**src/include/ids_pkg.sv**
```systemverilog
package ids_pkg;

	// ********************************
	// register offsets (byte addresses)
	// ********************************
	localparam logic [7:0] OFS_SPLIT_CTRL = 8'h10;
	localparam logic [7:0] OFS_SPLIT_SCOPE = 8'h14;
	localparam logic [7:0] OFS_BANK0 = 8'h20;
	localparam logic [7:0] OFS_BANK1 = 8'h24;
	localparam logic [7:0] OFS_BANK2 = 8'h28;
	localparam logic [7:0] OFS_BANK3 = 8'h2C;
	localparam logic [7:0] OFS_SEG_SIZE = 8'h30;
	localparam logic [7:0] OFS_DATA_BASE = 8'h34;
	localparam logic [7:0] OFS_STACK_BASE = 8'h38;
	localparam logic [7:0] OFS_XPC = 8'h3C;
	localparam logic [7:0] OFS_PC = 8'h40;
	localparam logic [7:0] OFS_LAST_PHYS = 8'h44;

	// ********************************
	// field positions and masks
	// ********************************
	localparam int SPLIT_R_A16 = 0;
	localparam int SPLIT_R_A19 = 1;
	localparam int SPLIT_D_A16 = 2;
	localparam int SPLIT_D_A19 = 3;
	localparam int SPLIT_FORCE_CS2 = 4;
	localparam logic [7:0] SPLIT_MASK = 8'h1F;
	localparam int BANK_SEL_CS2 = 0;
	localparam int BANK_INV_A18 = 4;
	localparam int BANK_INV_A19 = 5;
	localparam logic [3:0] XPC_WINDOW_PAGE = 4'hE;

	// ********************************
	// reset values
	// ********************************
	localparam logic [7:0] RST_SPLIT = 8'h00;
	localparam logic RST_SCOPE = 1'b1;
	localparam logic [7:0] RST_BANK = 8'h00;
	localparam logic [7:0] RST_SEG_SIZE = 8'h00;
	localparam logic [7:0] RST_BASE = 8'h00;
	localparam logic [7:0] RST_XPC = 8'h00;
	localparam logic [15:0] RST_PC = 16'h0000;

	// ********************************
	// types
	// ********************************
	typedef enum logic [1:0] {
		ZONE_ROOT = 2'b00,
		ZONE_DATA = 2'b01,
		ZONE_STACK = 2'b10,
		ZONE_XPC = 2'b11
	} ids_zone_t;

	typedef struct packed {
		logic valid;
		logic isData;
		logic [15:0] logAddr;
	} ids_req_t;

	typedef struct packed {
		logic [19:0] physAddr;
		logic [1:0] quadrant;
		logic csPrimary;
		logic csSecondary;
		ids_zone_t zone;
	} ids_map_t;

	typedef struct packed {
		logic valid;
		logic isLong;
		logic [15:0] target;
		logic [7:0] page;
	} ids_xfer_t;

	typedef struct packed {
		logic [7:0] split;
		logic scope;
		logic [3:0][7:0] bank;
		logic [7:0] segment_boundary_size;
		logic [7:0] dataBase;
		logic [7:0] stackBase;
		logic [7:0] extended_code_page;
	} ids_cfg_t;

endpackage

```
**src/rtl/ids_xlate.sv**
```systemverilog
`timescale 1ns/1ps
module ids_xlate (
	input ids_pkg::ids_req_t req,
	input ids_pkg::ids_cfg_t cfg,
	output ids_pkg::ids_map_t map
);
	import ids_pkg::*;

	logic [3:0] page;
	logic [7:0] base;
	logic [19:0] addr;
	logic [7:0] sel;
	logic invOn;
	ids_zone_t zone;

	// ********************************
	// zone, inversion, bank choice
	// ********************************
	always_comb begin
		page = req.logAddr[15:12];
		if (page >= XPC_WINDOW_PAGE) begin
			zone = ZONE_XPC;
			base = cfg.extended_code_page;
		end else if (page >= cfg.segment_boundary_size[7:4]) begin
			zone = ZONE_STACK;
			base = cfg.stackBase;
		end else if (page >= cfg.segment_boundary_size[3:0]) begin
			zone = ZONE_DATA;
			base = cfg.dataBase;
		end else begin
			zone = ZONE_ROOT;
			base = 8'h00;
		end
		addr = {4'h0, req.logAddr} + {base, 12'h000};
		invOn = !cfg.scope || req.isData;
		if (invOn && zone == ZONE_ROOT) begin
			addr[19] = addr[19] ^ cfg.split[SPLIT_R_A19];
			addr[16] = addr[16] ^ cfg.split[SPLIT_R_A16];
		end else if (invOn && zone == ZONE_DATA) begin
			addr[19] = addr[19] ^ cfg.split[SPLIT_D_A19];
			addr[16] = addr[16] ^ cfg.split[SPLIT_D_A16];
		end
		map.quadrant = addr[19:18];
		sel = cfg.bank[addr[19:18]];
		addr[18] = addr[18] ^ sel[BANK_INV_A18];
		addr[19] = addr[19] ^ sel[BANK_INV_A19];
		map.physAddr = addr;
		map.csSecondary = sel[BANK_SEL_CS2] | cfg.split[SPLIT_FORCE_CS2];
		map.csPrimary = !sel[BANK_SEL_CS2];
		map.zone = zone;
	end

endmodule

```
**src/rtl/ids_pc_unit.sv**
```systemverilog
`timescale 1ns/1ps
module ids_pc_unit (
	input logic clk,
	input logic rst_n,
	input ids_pkg::ids_xfer_t xfer,
	input logic busWr,
	input logic [7:0] busXpc,
	output logic [15:0] programCounter,
	output logic [7:0] extendedCodePage
);
	import ids_pkg::*;

	typedef struct packed {
		logic [15:0] pc;
		logic [7:0] extended_code_page;
	} ids_pc_state_t;

	ids_pc_state_t q;
	ids_pc_state_t n;

	// ********************************
	// transfer of control
	// ********************************
	always_comb begin
		n = q;
		if (xfer.valid) begin
			n.pc = xfer.target;
			if (xfer.isLong) begin
				n.extended_code_page = xfer.page;
			end
		end
		if (busWr) begin
			n.extended_code_page = busXpc;
		end
	end

	always_ff @(posedge clk or negedge rst_n) begin
		if (!rst_n) begin
			q <= '{pc: RST_PC, extended_code_page: RST_XPC};
		end else begin
			q <= n;
		end
	end

	assign programCounter = q.pc;
	assign extendedCodePage = q.extended_code_page;
endmodule

```
**src/rtl/ids_split_top.sv**
```systemverilog
`timescale 1ns/1ps
module ids_split_top (
	input logic clk,
	input logic rst_n,
	input logic hsel,
	input logic [31:0] haddr,
	input logic [1:0] htrans,
	input logic hwrite,
	input logic [2:0] hsize,
	input logic [31:0] hwdata,
	input logic hready,
	output logic hreadyout,
	output logic [31:0] hrdata,
	output logic hresp,
	input ids_pkg::ids_req_t memReq,
	input ids_pkg::ids_xfer_t xfer,
	output logic memValid,
	output ids_pkg::ids_map_t memMap,
	output logic [15:0] programCounter,
	output logic [7:0] extendedCodePage
);
	import ids_pkg::*;

	typedef struct packed {
		logic dataPhase;
		logic dpWrite;
		logic dpHit;
		logic [7:0] dpAddr;
		logic hreadyout;
		logic [31:0] hrdata;
		logic [7:0] split;
		logic scope;
		logic [3:0][7:0] bank;
		logic [7:0] segment_boundary_size;
		logic [7:0] dataBase;
		logic [7:0] stackBase;
		logic memValid;
		ids_map_t memMap;
	} ids_top_state_t;

	ids_top_state_t q;
	ids_top_state_t n;
	ids_cfg_t cfg;
	ids_cfg_t refCfg;
	ids_map_t xlMap;
	ids_map_t refMap;
	logic busWrXpc;
	logic [7:0] xpcView;

	// ********************************
	// translation path
	// ********************************
	always_comb begin
		cfg.split = q.split;
		cfg.scope = q.scope;
		cfg.bank = q.bank;
		cfg.segment_boundary_size = q.segment_boundary_size;
		cfg.dataBase = q.dataBase;
		cfg.stackBase = q.stackBase;
		cfg.extended_code_page = extendedCodePage;
		refCfg = cfg;
		refCfg.split = q.split & 8'h10;
	end

	ids_xlate xlMain (
		.req(memReq),
		.cfg(cfg),
		.map(xlMap)
	);

	// reference path with no split inversion, read only by checks
	ids_xlate xlRef (
		.req(memReq),
		.cfg(refCfg),
		.map(refMap)
	);

	assign busWrXpc = q.dataPhase && q.dpWrite && q.dpHit && q.dpAddr == OFS_XPC;
	assign xpcView = busWrXpc ? hwdata[7:0] : extendedCodePage;

	ids_pc_unit pcUnit (
		.clk(clk),
		.rst_n(rst_n),
		.xfer(xfer),
		.busWr(busWrXpc),
		.busXpc(hwdata[7:0]),
		.programCounter(programCounter),
		.extendedCodePage(extendedCodePage)
	);

	// ********************************
	// register read mux
	// ********************************
	function automatic logic [31:0] regRead(input ids_top_state_t s, input logic [7:0] xpcNow,
		input logic [15:0] pcNow, input logic [7:0] a);
		logic [31:0] r;
		r = 32'h0000_0000;
		case (a)
			OFS_SPLIT_CTRL: r = {24'h00_0000, s.split};
			OFS_SPLIT_SCOPE: r = {31'h0000_0000, s.scope};
			OFS_BANK0: r = {24'h00_0000, s.bank[0]};
			OFS_BANK1: r = {24'h00_0000, s.bank[1]};
			OFS_BANK2: r = {24'h00_0000, s.bank[2]};
			OFS_BANK3: r = {24'h00_0000, s.bank[3]};
			OFS_SEG_SIZE: r = {24'h00_0000, s.segment_boundary_size};
			OFS_DATA_BASE: r = {24'h00_0000, s.dataBase};
			OFS_STACK_BASE: r = {24'h00_0000, s.stackBase};
			OFS_XPC: r = {24'h00_0000, xpcNow};
			OFS_PC: r = {16'h0000, pcNow};
			OFS_LAST_PHYS: r = {12'h000, s.memMap.physAddr};
			default: r = 32'h0000_0000;
		endcase
		return r;
	endfunction

	// ********************************
	// bus slave and registers
	// ********************************
	always_comb begin
		n = q;
		if (q.dataPhase && q.dpWrite && q.dpHit) begin
			case (q.dpAddr)
				OFS_SPLIT_CTRL: n.split = hwdata[7:0] & SPLIT_MASK;
				OFS_SPLIT_SCOPE: n.scope = hwdata[0];
				OFS_BANK0: n.bank[0] = hwdata[7:0];
				OFS_BANK1: n.bank[1] = hwdata[7:0];
				OFS_BANK2: n.bank[2] = hwdata[7:0];
				OFS_BANK3: n.bank[3] = hwdata[7:0];
				OFS_SEG_SIZE: n.segment_boundary_size = hwdata[7:0];
				OFS_DATA_BASE: n.dataBase = hwdata[7:0];
				OFS_STACK_BASE: n.stackBase = hwdata[7:0];
				default: n.dataPhase = q.dataPhase;
			endcase
		end
		n.dataPhase = 1'b0;
		n.hreadyout = 1'b1;
		if (hready && hsel && htrans[1]) begin
			n.dataPhase = 1'b1;
			n.dpWrite = hwrite;
			n.dpHit = haddr[31:8] == 24'h00_0000;
			n.dpAddr = haddr[7:0];
			if (!hwrite) begin
				n.hrdata = (haddr[31:8] == 24'h00_0000) ?
					regRead(n, xpcView, programCounter, haddr[7:0]) : 32'h0000_0000;
			end
		end
		n.memValid = memReq.valid;
		if (memReq.valid) begin
			n.memMap = xlMap;
		end
	end

	always_ff @(posedge clk or negedge rst_n) begin
		if (!rst_n) begin
			q <= '{dataPhase: 1'b0, dpWrite: 1'b0, dpHit: 1'b0, dpAddr: 8'h00,
				hreadyout: 1'b1, hrdata: 32'h0000_0000, split: RST_SPLIT, scope: RST_SCOPE,
				bank: {4{RST_BANK}}, segment_boundary_size: RST_SEG_SIZE, dataBase: RST_BASE,
				stackBase: RST_BASE, memValid: 1'b0, memMap: '0};
		end else begin
			q <= n;
		end
	end

	assign hreadyout = q.hreadyout;
	assign hrdata = q.hrdata;
	assign hresp = 1'b0;
	assign memValid = q.memValid;
	assign memMap = q.memMap;
endmodule

```
**config.mk**
```make
export PLATFORM = sky130hd
export DESIGN_NAME = ids_split_top
export DESIGN_NICKNAME = d
export VERILOG_FILES = /design/src/include/ids_pkg.sv /design/src/rtl/ids_xlate.sv /design/src/rtl/ids_pc_unit.sv /design/src/rtl/ids_split_top.sv
export SDC_FILE = /design/constraint.sdc
export NUM_CORES = 1
export LEC_CHECK = 0
export ABC_AREA = 1
export BUFFER_PORTS_ARGS = -buffer_cell sky130_fd_sc_hd__buf_2
export CAP_MARGIN = 10
export CORE_MARGIN = 10
export CORE_UTILIZATION = 30
export DETAILED_ROUTE_END_ITERATION = 10
export PLACE_DENSITY_LB_ADDON = 0.3
export SLEW_MARGIN = 20
export SYNTH_ARGS = -nofsm -noshare
export SYNTH_HDL_FRONTEND = slang
export SYNTH_SLANG_ARGS = --single-unit
export TNS_END_PERCENT = 100
```
**constraint.sdc**
```tcl
create_clock -name clk -period 6.7 [get_ports clk]
set_input_delay 1.34 -clock clk [delete_from_list [all_inputs] [get_ports clk]]
set_output_delay 1.34 -clock clk [all_outputs]
set_load 0.1 [all_outputs]
```
==> impl_metrics.ini, run 1 <==
[yosys]
synth-seq-cells = 147
synthTopCellsByArea = dfrtp_1 (46%), nand2_1 (12%), buf_4 (6.6%)
seq_area_frac_synth_pct = 46.1
synth_enable_flop_cells = 0
yosys_warnings = 0
synth-main-ff-cell = dfrtp_1
netlist.area_leader.share_pct = 45.8
ys_async_sr_fraction_pct = 100
syn_area_mm2 = 0.00798
synth_cell_types = 50
syn_area_per_cell_um2 = 8.19
synth_cells = 974
yosysTopAreaCell = dfrtp_1

[pwr]
p_total_uw = 2570
p_per_area_mw_per_mm2 = 279
power_leakage_uw = 0.00490
ir_drop_uv = 151

[die]
dieArea_mm2 = 0.0335
std_cell_rows = 59
die_y_um = 183
top_level_ports = 203
initial_core_util_pct = 30.5
die_x_um = 183
coreArea_mm2 = 0.0261

[timing]
finalSetupViolCount = 0
tns_ps = 0
clock.fmax_mhz = 229
fin_skew_ps = 9.40
rsz0062_at_grt = no
tightest_slew_ps = 879
slew_violations = 0
slew_headroom_pct = 41.4
finalCriticalPeriod_ps = 4360
hold_viol_final = 0
period_share_pct = 65.1

[cts]
cts-root-buf = clkbuf_16
cts-buffers-inserted = 17
worstSkewPairLatency_ps = 430
clkTransAtPathRegs_ps = 60
cts_hold_buffers = 0
clockBufferDepth = 2
ctsResizeCount = 0
cts_sinks = 147
cts_tree = built
postCtsSetupBuffers = 0
ctsHtreeMaxLevel = 4

[global_route]
first_global_vias = 6649
antenna_found_initial = 2
overflow = 0
met1_usage_pct = 18.9
gr-usage-met3_pct = 3.54
grt_max_degree = 106
grt_use_met2_pct = 24.9
track_usage_pct = 15.0
grt_pass1_wl_um = 38900
busiest_layer = met2

[final_layout]
drive_above_1_share_pct = 22.6
syn_to_final_growth_pct = 15.7
fillers = 2795
nNetsFinal = 1202

[outcome]
outcome = finished clean

[place]
gp_congestion = 0.856
hpwl_um = 19400
io_buffer_count = 160

[run]
max-cap-violations = 0

[route]
postRouteAntennaNets = 0
drt-initial-drc-count = 430
routed_via_density = 4.69
wl_um = 25200
drt_pass1_iterations = 6
wl_per_cell_um = 17.8
drc_errors = 0
vias = 6659

[worst_setup_path]
cp-end-kind = flip-flop
timing.critical_path.required_ps = 7020
critPathMaxFanout = 13
r2r_start = cfg[31]$_DFF_PN0_
arrival_ps = 4690
setup.worst_path.start = memReq[15]
crit_type = in2reg
regToRegSetupSlack_ps = 3030
start_kind = primary input

[worst_hold_path]
hold_start = memMap[2]$_DFFE_PN0P_
hold_path_class = reg2reg
==> per-stage QoR <==
step | setup slack, ps | util [%] | cell area, um^2 | hold slack (ps) | cells
final | 2340 | 35.3 | 9230 | 475 | 1421
after global routing | 2070 | 35.3 | 9220 | 494 | 1420
after floorplan | 2690 | - | 8020 | 450 | 986
after CTS | 2380 | 35.2 | 9210 | 479 | 1419
after detailed placement | 1930 | 32.8 | 8580 | 461 | 1387
after global placement | 2010 | 32.8 | 8580 | 460 | 1387
==> layout make-up <==
cell class	instances	area [um^2]	area share, %
Tap cell	335	419	4.54
Sequential cell	147	3680	39.9
Inverter	131	493	5.34
Multi-Input combinational cell	613	3180	34.5
Timing Repair Buffer	161	817	8.86
Clock inverter	13	196	2.13
Antenna cell	2	5.00	0.0542
Clock buffer	19	433	4.69
==> cells by family after synthesis <==
family / synth area share (%)
AOI/OAI and AO/OA: 14.6
and+or+nand+nor: 22.2
xor gates and xnor gates: 0.110
DFF: 46.1
other: 0.0942
adders and majority gates: 2.13
buffers and inverters: 14.6
muxes: 0.141
==> layer usage <==
metal / up-vias / routed length (um)
li1: 3302 / -
met1: 3147 / 11200
met2: 179 / 12300
met3: 31 / 1180
met4: 0 / 540
met5: - / 0
==> synth_stat cells, types with 2 or more instances <==
cell        n
a22o_1     12
nor4_4      2
nand3_2     5
nand2_1   255
nor4_1      6
nor3_1      2
nor2_4      3
nand4_1    10
nand2_2     6
ha_1       12
a21oi_2     3
conb_1      2
o22ai_1    14
o21ai_1    21
a21oi_1    23
a22oi_1     4
clkinv_1    2
nor2_2      5
buf_2       8
dfrtp_1   146
a221oi_1    7
a211oi_1    6
clkbuf_1   11
buf_4      70
inv_2      15
o221ai_1    4
o21ai_0    88
o31ai_1     2
inv_1     113
o21a_1      5
a31oi_1     3
buf_6       6
or2_2       3
nand3_1    53
and2_1      3
nor2_1     29
nor3_2      2
==> placed cells by master, fill, tap and decap left out, drive strengths merged, types with 6 or more instances in the layout <==
cell	count
o22ai	14
inv	132
a21oi	26
clkbuf	20
dfrtp	146
o21ai	109
nor4	9
buf	160
clkinv	6
nor2	37
ha	12
a22o	12
nand3	59
conb	14
a211oi	7
nand2	262
a221oi	8
nand4	10
==> final timing paths <==
kind                                                                to  depth (start not counted)
max in group asynchronous       pcUnit.extendedCodePage[3]$_DFFE_PN0P_                          2
worst max-delay path                            memMap[25]$_DFFE_PN0P_                         22
worst min register to register                   memMap[2]$_DFFE_PN0P_                          2
worst min-delay path                             memMap[2]$_DFFE_PN0P_                          2
min in group asynchronous                        hrdata[8]$_DFFE_PN0P_                          1
worst max register to register                  memMap[25]$_DFFE_PN0P_                         22
==> registers in the layout, summed over array words and instances, names as in the netlist <==
name	cells
cfg	65
memMap	26
hrdata	20
pcUnit.programCounter	16
q	11
pcUnit.extendedCodePage	8
memValid	1
==> report_power, final <==
group	internal, uW	leakage, uW	switching (uW)	total [uW]
clock network	630	0.000299	410	1040
logic	98.3	0.00296	464	562
registers	933	0.00165	34.9	967
==> critical path, cell delays in order <==
cell,delay (ps)
buf_2,140
ha_1,350
nand2_1,80
inv_1,40
nand2_1,70
nand3_2,250
nor2_1,470
nand2_1,90
a22oi_1,160
ha_1,220
fa_1,220
inv_1,50
o31ai_1,330
nand3_1,150
nor2_1,150
nand2_1,110
nand2_1,150
nand2_1,70
nand3_1,80
nand2_1,50
nand2_1,60
nand2_1,60
No activity file was read; power rests on OpenSTA's default activity.
==> run 2, diff against run 1 <==
- ABC_AREA: 1 -> 0
- clock period: 6.7 -> 4.1 ns (I/O delays scaled with it)
==> run 2 against run 1 <==
Against the previous run:
- non-clock buffer count grew 33
- count of clock-buffer cells in the layout grew 1
- largest power group is now registers
- critical endpoint is now memMap[2]$_DFFE_PN0P_
- power grew 59%
- final cell count shrank 18%
- sequential share of layout area shrank 0.17 points
- clock power grew 47%
- wire length shrank 3.3%
- combinational power grew 65%
==> impl_metrics.ini, run 2 <==
[place]
pre_cts_ws_ps = -228
dpl_cell_area_mm2 = 0.00868
io_buffer_count = 160
hpwl_um = 18500
gp_congestion = 0.902

[die]
die_y_um = 181
die_x_um = 181
initial_core_util_pct = 30.6
top_level_ports = 203
dieArea_mm2 = 0.0326
std_cell_rows = 58
coreArea_mm2 = 0.0253

[cts]
cts-root-buf = clkbuf_16
clkTransAtPathRegs_ps = 60
ctsHtreeMaxLevel = 4
cts-buffers-inserted = 17
cts_tree = built
worstSkewPairLatency_ps = 430
cts_hold_buffers = 0
cts_sinks = 147
clockBufferDepth = 2

[yosys]
syn_area_per_cell_um2 = 11.0
yosysTopAreaCell = dfrtp_1
synth-seq-cells = 147
synth_cell_types = 66
synth_enable_flop_cells = 0
yosys_warnings = 0
synth-simple-area-share_pct = 11.2
synth_cells = 701
seq_area_frac_synth_pct = 47.6
syn_area_mm2 = 0.00774
netlist.area_leader.share_pct = 47.2
synthXorXnorAreaFrac_pct = 0.889
synth_compound_area_share_pct = 11.7
muxShareOfSynthArea_pct = 17.4
ys_async_sr_fraction_pct = 100
synth.most_common_cell = dfrtp_1
synth_top_family_by_area = multiplexers
synthTopCellsByArea = dfrtp_1 (47%), mux2_2 (13%), buf_4 (6.6%)
synth_adder_area_share_pct = 2.20
synth-main-ff-cell = dfrtp_1
netlist_top_cells_count = dfrtp_1 (146), mux2_2 (92), buf_4 (68), nand2_1 (61), nor2_1 (32)

[final_layout]
antennaDiodeCount = 0
fillers = 2580
layout_common_cells = buf_2 (159), dfrtp_1 (146), mux2_2 (92)
largest_register_ffs = 65
syn_to_final_growth_pct = 19.8
final_common_cell = buf_2
design_area_mm2 = 0.00927
nNetsFinal = 959
drive_above_1_share_pct = 40.3

[run]
max-cap-violations = 0

[pwr]
p_switching_uw = 1420
power.internal_uw = 2660
ir_drop_uv = 233
pwr-share-clk_pct = 37.6
p_total_uw = 4080
combPwrFrac_pct = 22.8
power_leakage_uw = 0.00436
p_seq_share_pct = 39.7
p_sw_share_pct = 34.7
p_per_area_mw_per_mm2 = 440

[timing]
finalSetupViolCount = 0
rsz0062_at_grt = no
period_share_pct = 96.2
clock.fmax_mhz = 254
slew_headroom_pct = 38.8
fin_hold_ws_ps = 468
hold_viol_final = 0
setup_slack_ps = 156
tightest_slew_ps = 918
fin_skew_ps = 15.3
finalCriticalPeriod_ps = 3940
slew_violations = 0

[global_route]
met1_usage_pct = 19.8
track_usage_pct = 14.8
grt_pass1_wl_um = 37600
first_global_vias = 6088
busiest_layer = met2
antenna_found_initial = 1
gr-usage-met3_pct = 4.48
grt_use_met2_pct = 23.1
grt_max_degree = 94
overflow = 0

[outcome]
outcome = finished clean

[route]
postRouteAntennaNets = 0
wl_um = 24400
drc_errors = 0
drt-initial-drc-count = 314
wl_per_cell_um = 20.9
vias = 5825
routed_via_density = 4.99
drt_pass1_iterations = 5

[worst_setup_path]
arrival_ps = 4260
timing.critical_path.required_ps = 4410
start_kind = primary input
cp-end-kind = flip-flop
crit_type = in2reg
critPathMaxFanout = 9

[worst_hold_path]
hold_path_class = in2async
run 2: power groups by stage:
stage	Clock, uW	Combinational, uW	Sequential [uW]
5_1_grt	1630	977	1630
2_1_floorplan	0	652	1740
3_5_place_dp	0	932	1650
6_report	1530	929	1620
4_1_cts	1550	934	1620
3_3_place_gp	0	927	1640
run 2: final cells by class:
| cell class | instances | area, um^2 | area share, % |
|---|---|---|---|
| clock buffer | 20 | 457 | 4.93 |
| clock inverter | 9 | 108 | 1.16 |
| inverter | 17 | 63.8 | 0.689 |
| multi-input combinational | 451 | 3470 | 37.4 |
| sequential | 147 | 3680 | 39.7 |
| tap | 330 | 413 | 4.46 |
| timing repair buffer | 194 | 1080 | 11.6 |
run 2: cells by family (layout without fill, tap and decap cells):
logic type               count (synthesis)  count (layout)
AO/OA/AOI/OAI                          126             126
XOR/XNOR                                 7               7
adder cells (fa/ha/maj)                 13              13
buffers and inverters                  115             240
flip-flops                             147             147
multiplexers                           120             120
other                                    2              14
AND/OR/NAND/NOR                        171             171
run 2: path summary, 6_finish.rpt:
kind / slack [ps] / depth (start not counted) / to / start
min in group clk: 470 / 1 / memMap[4]$_DFFE_PN0P_ / memMap[4]$_DFFE_PN0P_
hold / removal: 470 / 1 / q[131]$_DFFE_PN0P_ / rst_n
setup reg to reg: 240 / 16 / memMap[2]$_DFFE_PN0P_ / cfg[24]$_DFF_PN0_
hold reg to reg: 470 / 1 / memMap[4]$_DFFE_PN0P_ / memMap[4]$_DFFE_PN0P_
setup / recovery: 160 / 18 / memMap[2]$_DFFE_PN0P_ / memReq[12]
max in group asynchronous: 2820 / 2 / hrdata[12]$_DFFE_PN0P_ / rst_n
run 2: through the flow:
| stage | TNS [ps] | cells | utilization [%] |
|---|---|---|---|
| 6_report | 0 | 1168 | 36.7 |
| 5_1_grt | 0 | 1168 | 36.7 |
| 4_1_cts | 0 | 1166 | 36.6 |
| 3_5_place_dp | -797 | 1137 | 34.4 |
| 3_3_place_gp | -562 | 1137 | 34.4 |
| 2_1_floorplan | 0 | 713 | - |
run 2: layer usage:
metal  share of wire, %  wire, um  up-vias
met4                1.0       250        2
met5              0.037         9        -
met1                 47     11600     2885
li1                   -         -     2715
met2                 46     11100      199
met3                6.0      1460       24
run 2: repair_timing:
item                       in CTS  in global routing
gates resized for setup         0                  2
setup endpoints to repair       0                  2
setup buffers                   0                  2
run 2: critical path, stage by stage:
cell,delay (ps)
buf_2,120
inv_2,40
ha_1,260
nand2b_4,140
a2111oi_4,420
a211oi_4,80
buf_6,160
a221oi_2,200
nor2_1,100
buf_4,140
fa_2,340
a21o_1,200
a21oi_2,150
nor2_1,70
a31o_2,210
nand2_2,90
mux4_2,540
o22a_1,180
==> run 3, diff against run 2 <==
- PLACE_DENSITY_LB_ADDON: 0.3 -> not set
- REMOVE_ABC_BUFFERS: not set -> 1
==> run 3 against run 2 <==
Against the previous run:
- power increased by 0.31%
- via count up 1.1%
- flip-flop and latch count unchanged
- combinational power about the same
- clock power is essentially flat
- largest power group unchanged
- highest routed layer unchanged
- maximum frequency up 0.12%
- worst hold slack better by 8.3 ps
- setup slack gained 4.8 ps
==> impl_metrics.ini, run 3 (synthesis gave the netlist of run 2 again) <==
[route]
drt-initial-drc-count = 325
drc_errors = 0
vias = 5889
drt_pass1_iterations = 5
routed_via_density = 4.99
wl_um = 24300
wl_per_cell_um = 20.6
postRouteAntennaNets = 0

[pwr]
p_per_area_mw_per_mm2 = 439
ir_drop_uv = 288
power_leakage_uw = 0.00439

[timing]
slew_violations = 0
fin_hold_ws_ps = 477
setup_slack_ps = 161
tns_ps = 0
tightest_slew_ps = 966
clock.fmax_mhz = 254
slew_headroom_pct = 35.6
finalSetupViolCount = 0
period_share_pct = 96.1
fin_skew_ps = 10.9
hold_viol_final = 0
finalCriticalPeriod_ps = 3940

[cts]
ctsHtreeMaxLevel = 4
cts_sinks = 147
clockBufferDepth = 2
cts-root-buf = clkbuf_16
cts_hold_buffers = 0
cts_tree = built
worstSkewPairLatency_ps = 430
cts-buffers-inserted = 17
clkTransAtPathRegs_ps = 70

[final_layout]
finalNonFillerCells = 1180
largest_register_ffs = 65
layout_common_cells = buf_2 (159), dfrtp_1 (146), mux2_2 (92)
nNetsFinal = 967
design_area_mm2 = 0.00932
syn_to_final_growth_pct = 20.5
final_common_cell = buf_2
drive_above_1_share_pct = 40.5

[global_route]
grt_pass1_wl_um = 37500
first_global_vias = 6271
track_usage_pct = 14.7
overflow = 0
grt_max_degree = 100
antenna_found_initial = 2

[worst_setup_path]
path_buf_inv = 4
setup.worst_path.start = memReq[12]
r2r_start = cfg[24]$_DFF_PN0_
start_kind = primary input
arrival_ps = 4260
crit_slowest_cell = mux4_2
crit_type = in2reg
critPathMaxStageDelay_ps = 370
crit_family = compound AO/OA/AOI/OAI gates
cp-end-kind = flip-flop
timing.critical_path.required_ps = 4420
critPathMaxFanout = 4
path_cells = buf_2, inv_1, buf_4, ha_1, nor2b_1, o21ai_1, a211oi_2, buf_6, a221oi_1, nor2_1, ha_1, a21o_1, a21oi_2, nor2b_1, o22ai_2, nor4b_2, xnor2_2, mux4_2, o22a_1

[place]
hpwl_um = 18100
dpl_cell_area_mm2 = 0.00869
pre_cts_ws_ps = -463
gp_congestion = 0.904
dp.cells = 1145
io_buffer_count = 160

[die]
std_cell_rows = 58
initial_core_util_pct = 30.6
coreArea_mm2 = 0.0253
dieArea_mm2 = 0.0326
top_level_ports = 203
die_x_um = 181
die_y_um = 181

[outcome]
outcome = finished clean

[worst_hold_path]
hold_path_class = reg2reg
hold_start = hrdata[15]$_DFFE_PN0P_

[run]
max-cap-violations = 0
run 3: cell count changes in the layout (fill, tap and decap cells not counted), moves of 2 or more:
cell	delta
clkinvlp_4	+2
buf_4	+7
clkinv_2	-2
clkbuf_8	-2
clkbuf_1	+3
run 3: what timing repair did:
item	in CTS	in global routing
setup endpoints to repair	1	4
pin swaps	0	4
gates resized for setup	1	8
buffers inserted	0	2
endpoints found under the hold margin	0	0
run 3: path summary, 6_finish.rpt:
kind / endpoint / slack (ps) / cells after the start
worst max register to register: memMap[2]$_DFFE_PN0P_ / 300 / 15
worst min-delay path: hrdata[15]$_DFFE_PN0P_ / 480 / 2
min in group asynchronous: pcUnit.extendedCodePage[6]$_DFFE_PN0P_ / 520 / 1
worst max-delay path: memMap[2]$_DFFE_PN0P_ / 160 / 19
worst min register to register: hrdata[15]$_DFFE_PN0P_ / 480 / 2
max in group asynchronous: pcUnit.programCounter[11]$_DFFE_PN0P_ / 2800 / 2
run 3: metal layers:
metal  part of all wire, %  global-route usage [%]
met1                    46                    19.7
met2                    46                    22.8
met3                   6.8                    4.68
met4                  0.73                    2.53
met5                 0.053                       0
run 3: final cells by class:
cell class                      count  area (um^2)
Antenna cell                        1         2.50
Clock inverter                     11          130
Timing Repair Buffer              202         1140
Multi-Input combinational cell    451         3450
Tap cell                          330          413
Clock buffer                       21          440
Fill cell                        2526        15900
Inverter                           17         63.8
Sequential cell                   147         3680
run 3: tightest hold or removal path, delay by kind of cell (launching register included):
family	cells	cell delay, ps
AO/OA/AOI/OAI	1	60
flip-flops	1	340
AND/OR/NAND/NOR	1	40
run 3: where the power goes:
part	internal (uW)	switching, uW
logic	213	717
registers	1540	78.0
clock network	900	648
run 3: stage by stage:
stage          power (uW)  util, %
5_1_grt              4240     36.9
4_1_cts              4120     36.7
3_5_place_dp         2570     34.4
2_1_floorplan        2290        -
3_3_place_gp         2550     34.4
6_report             4090     36.9
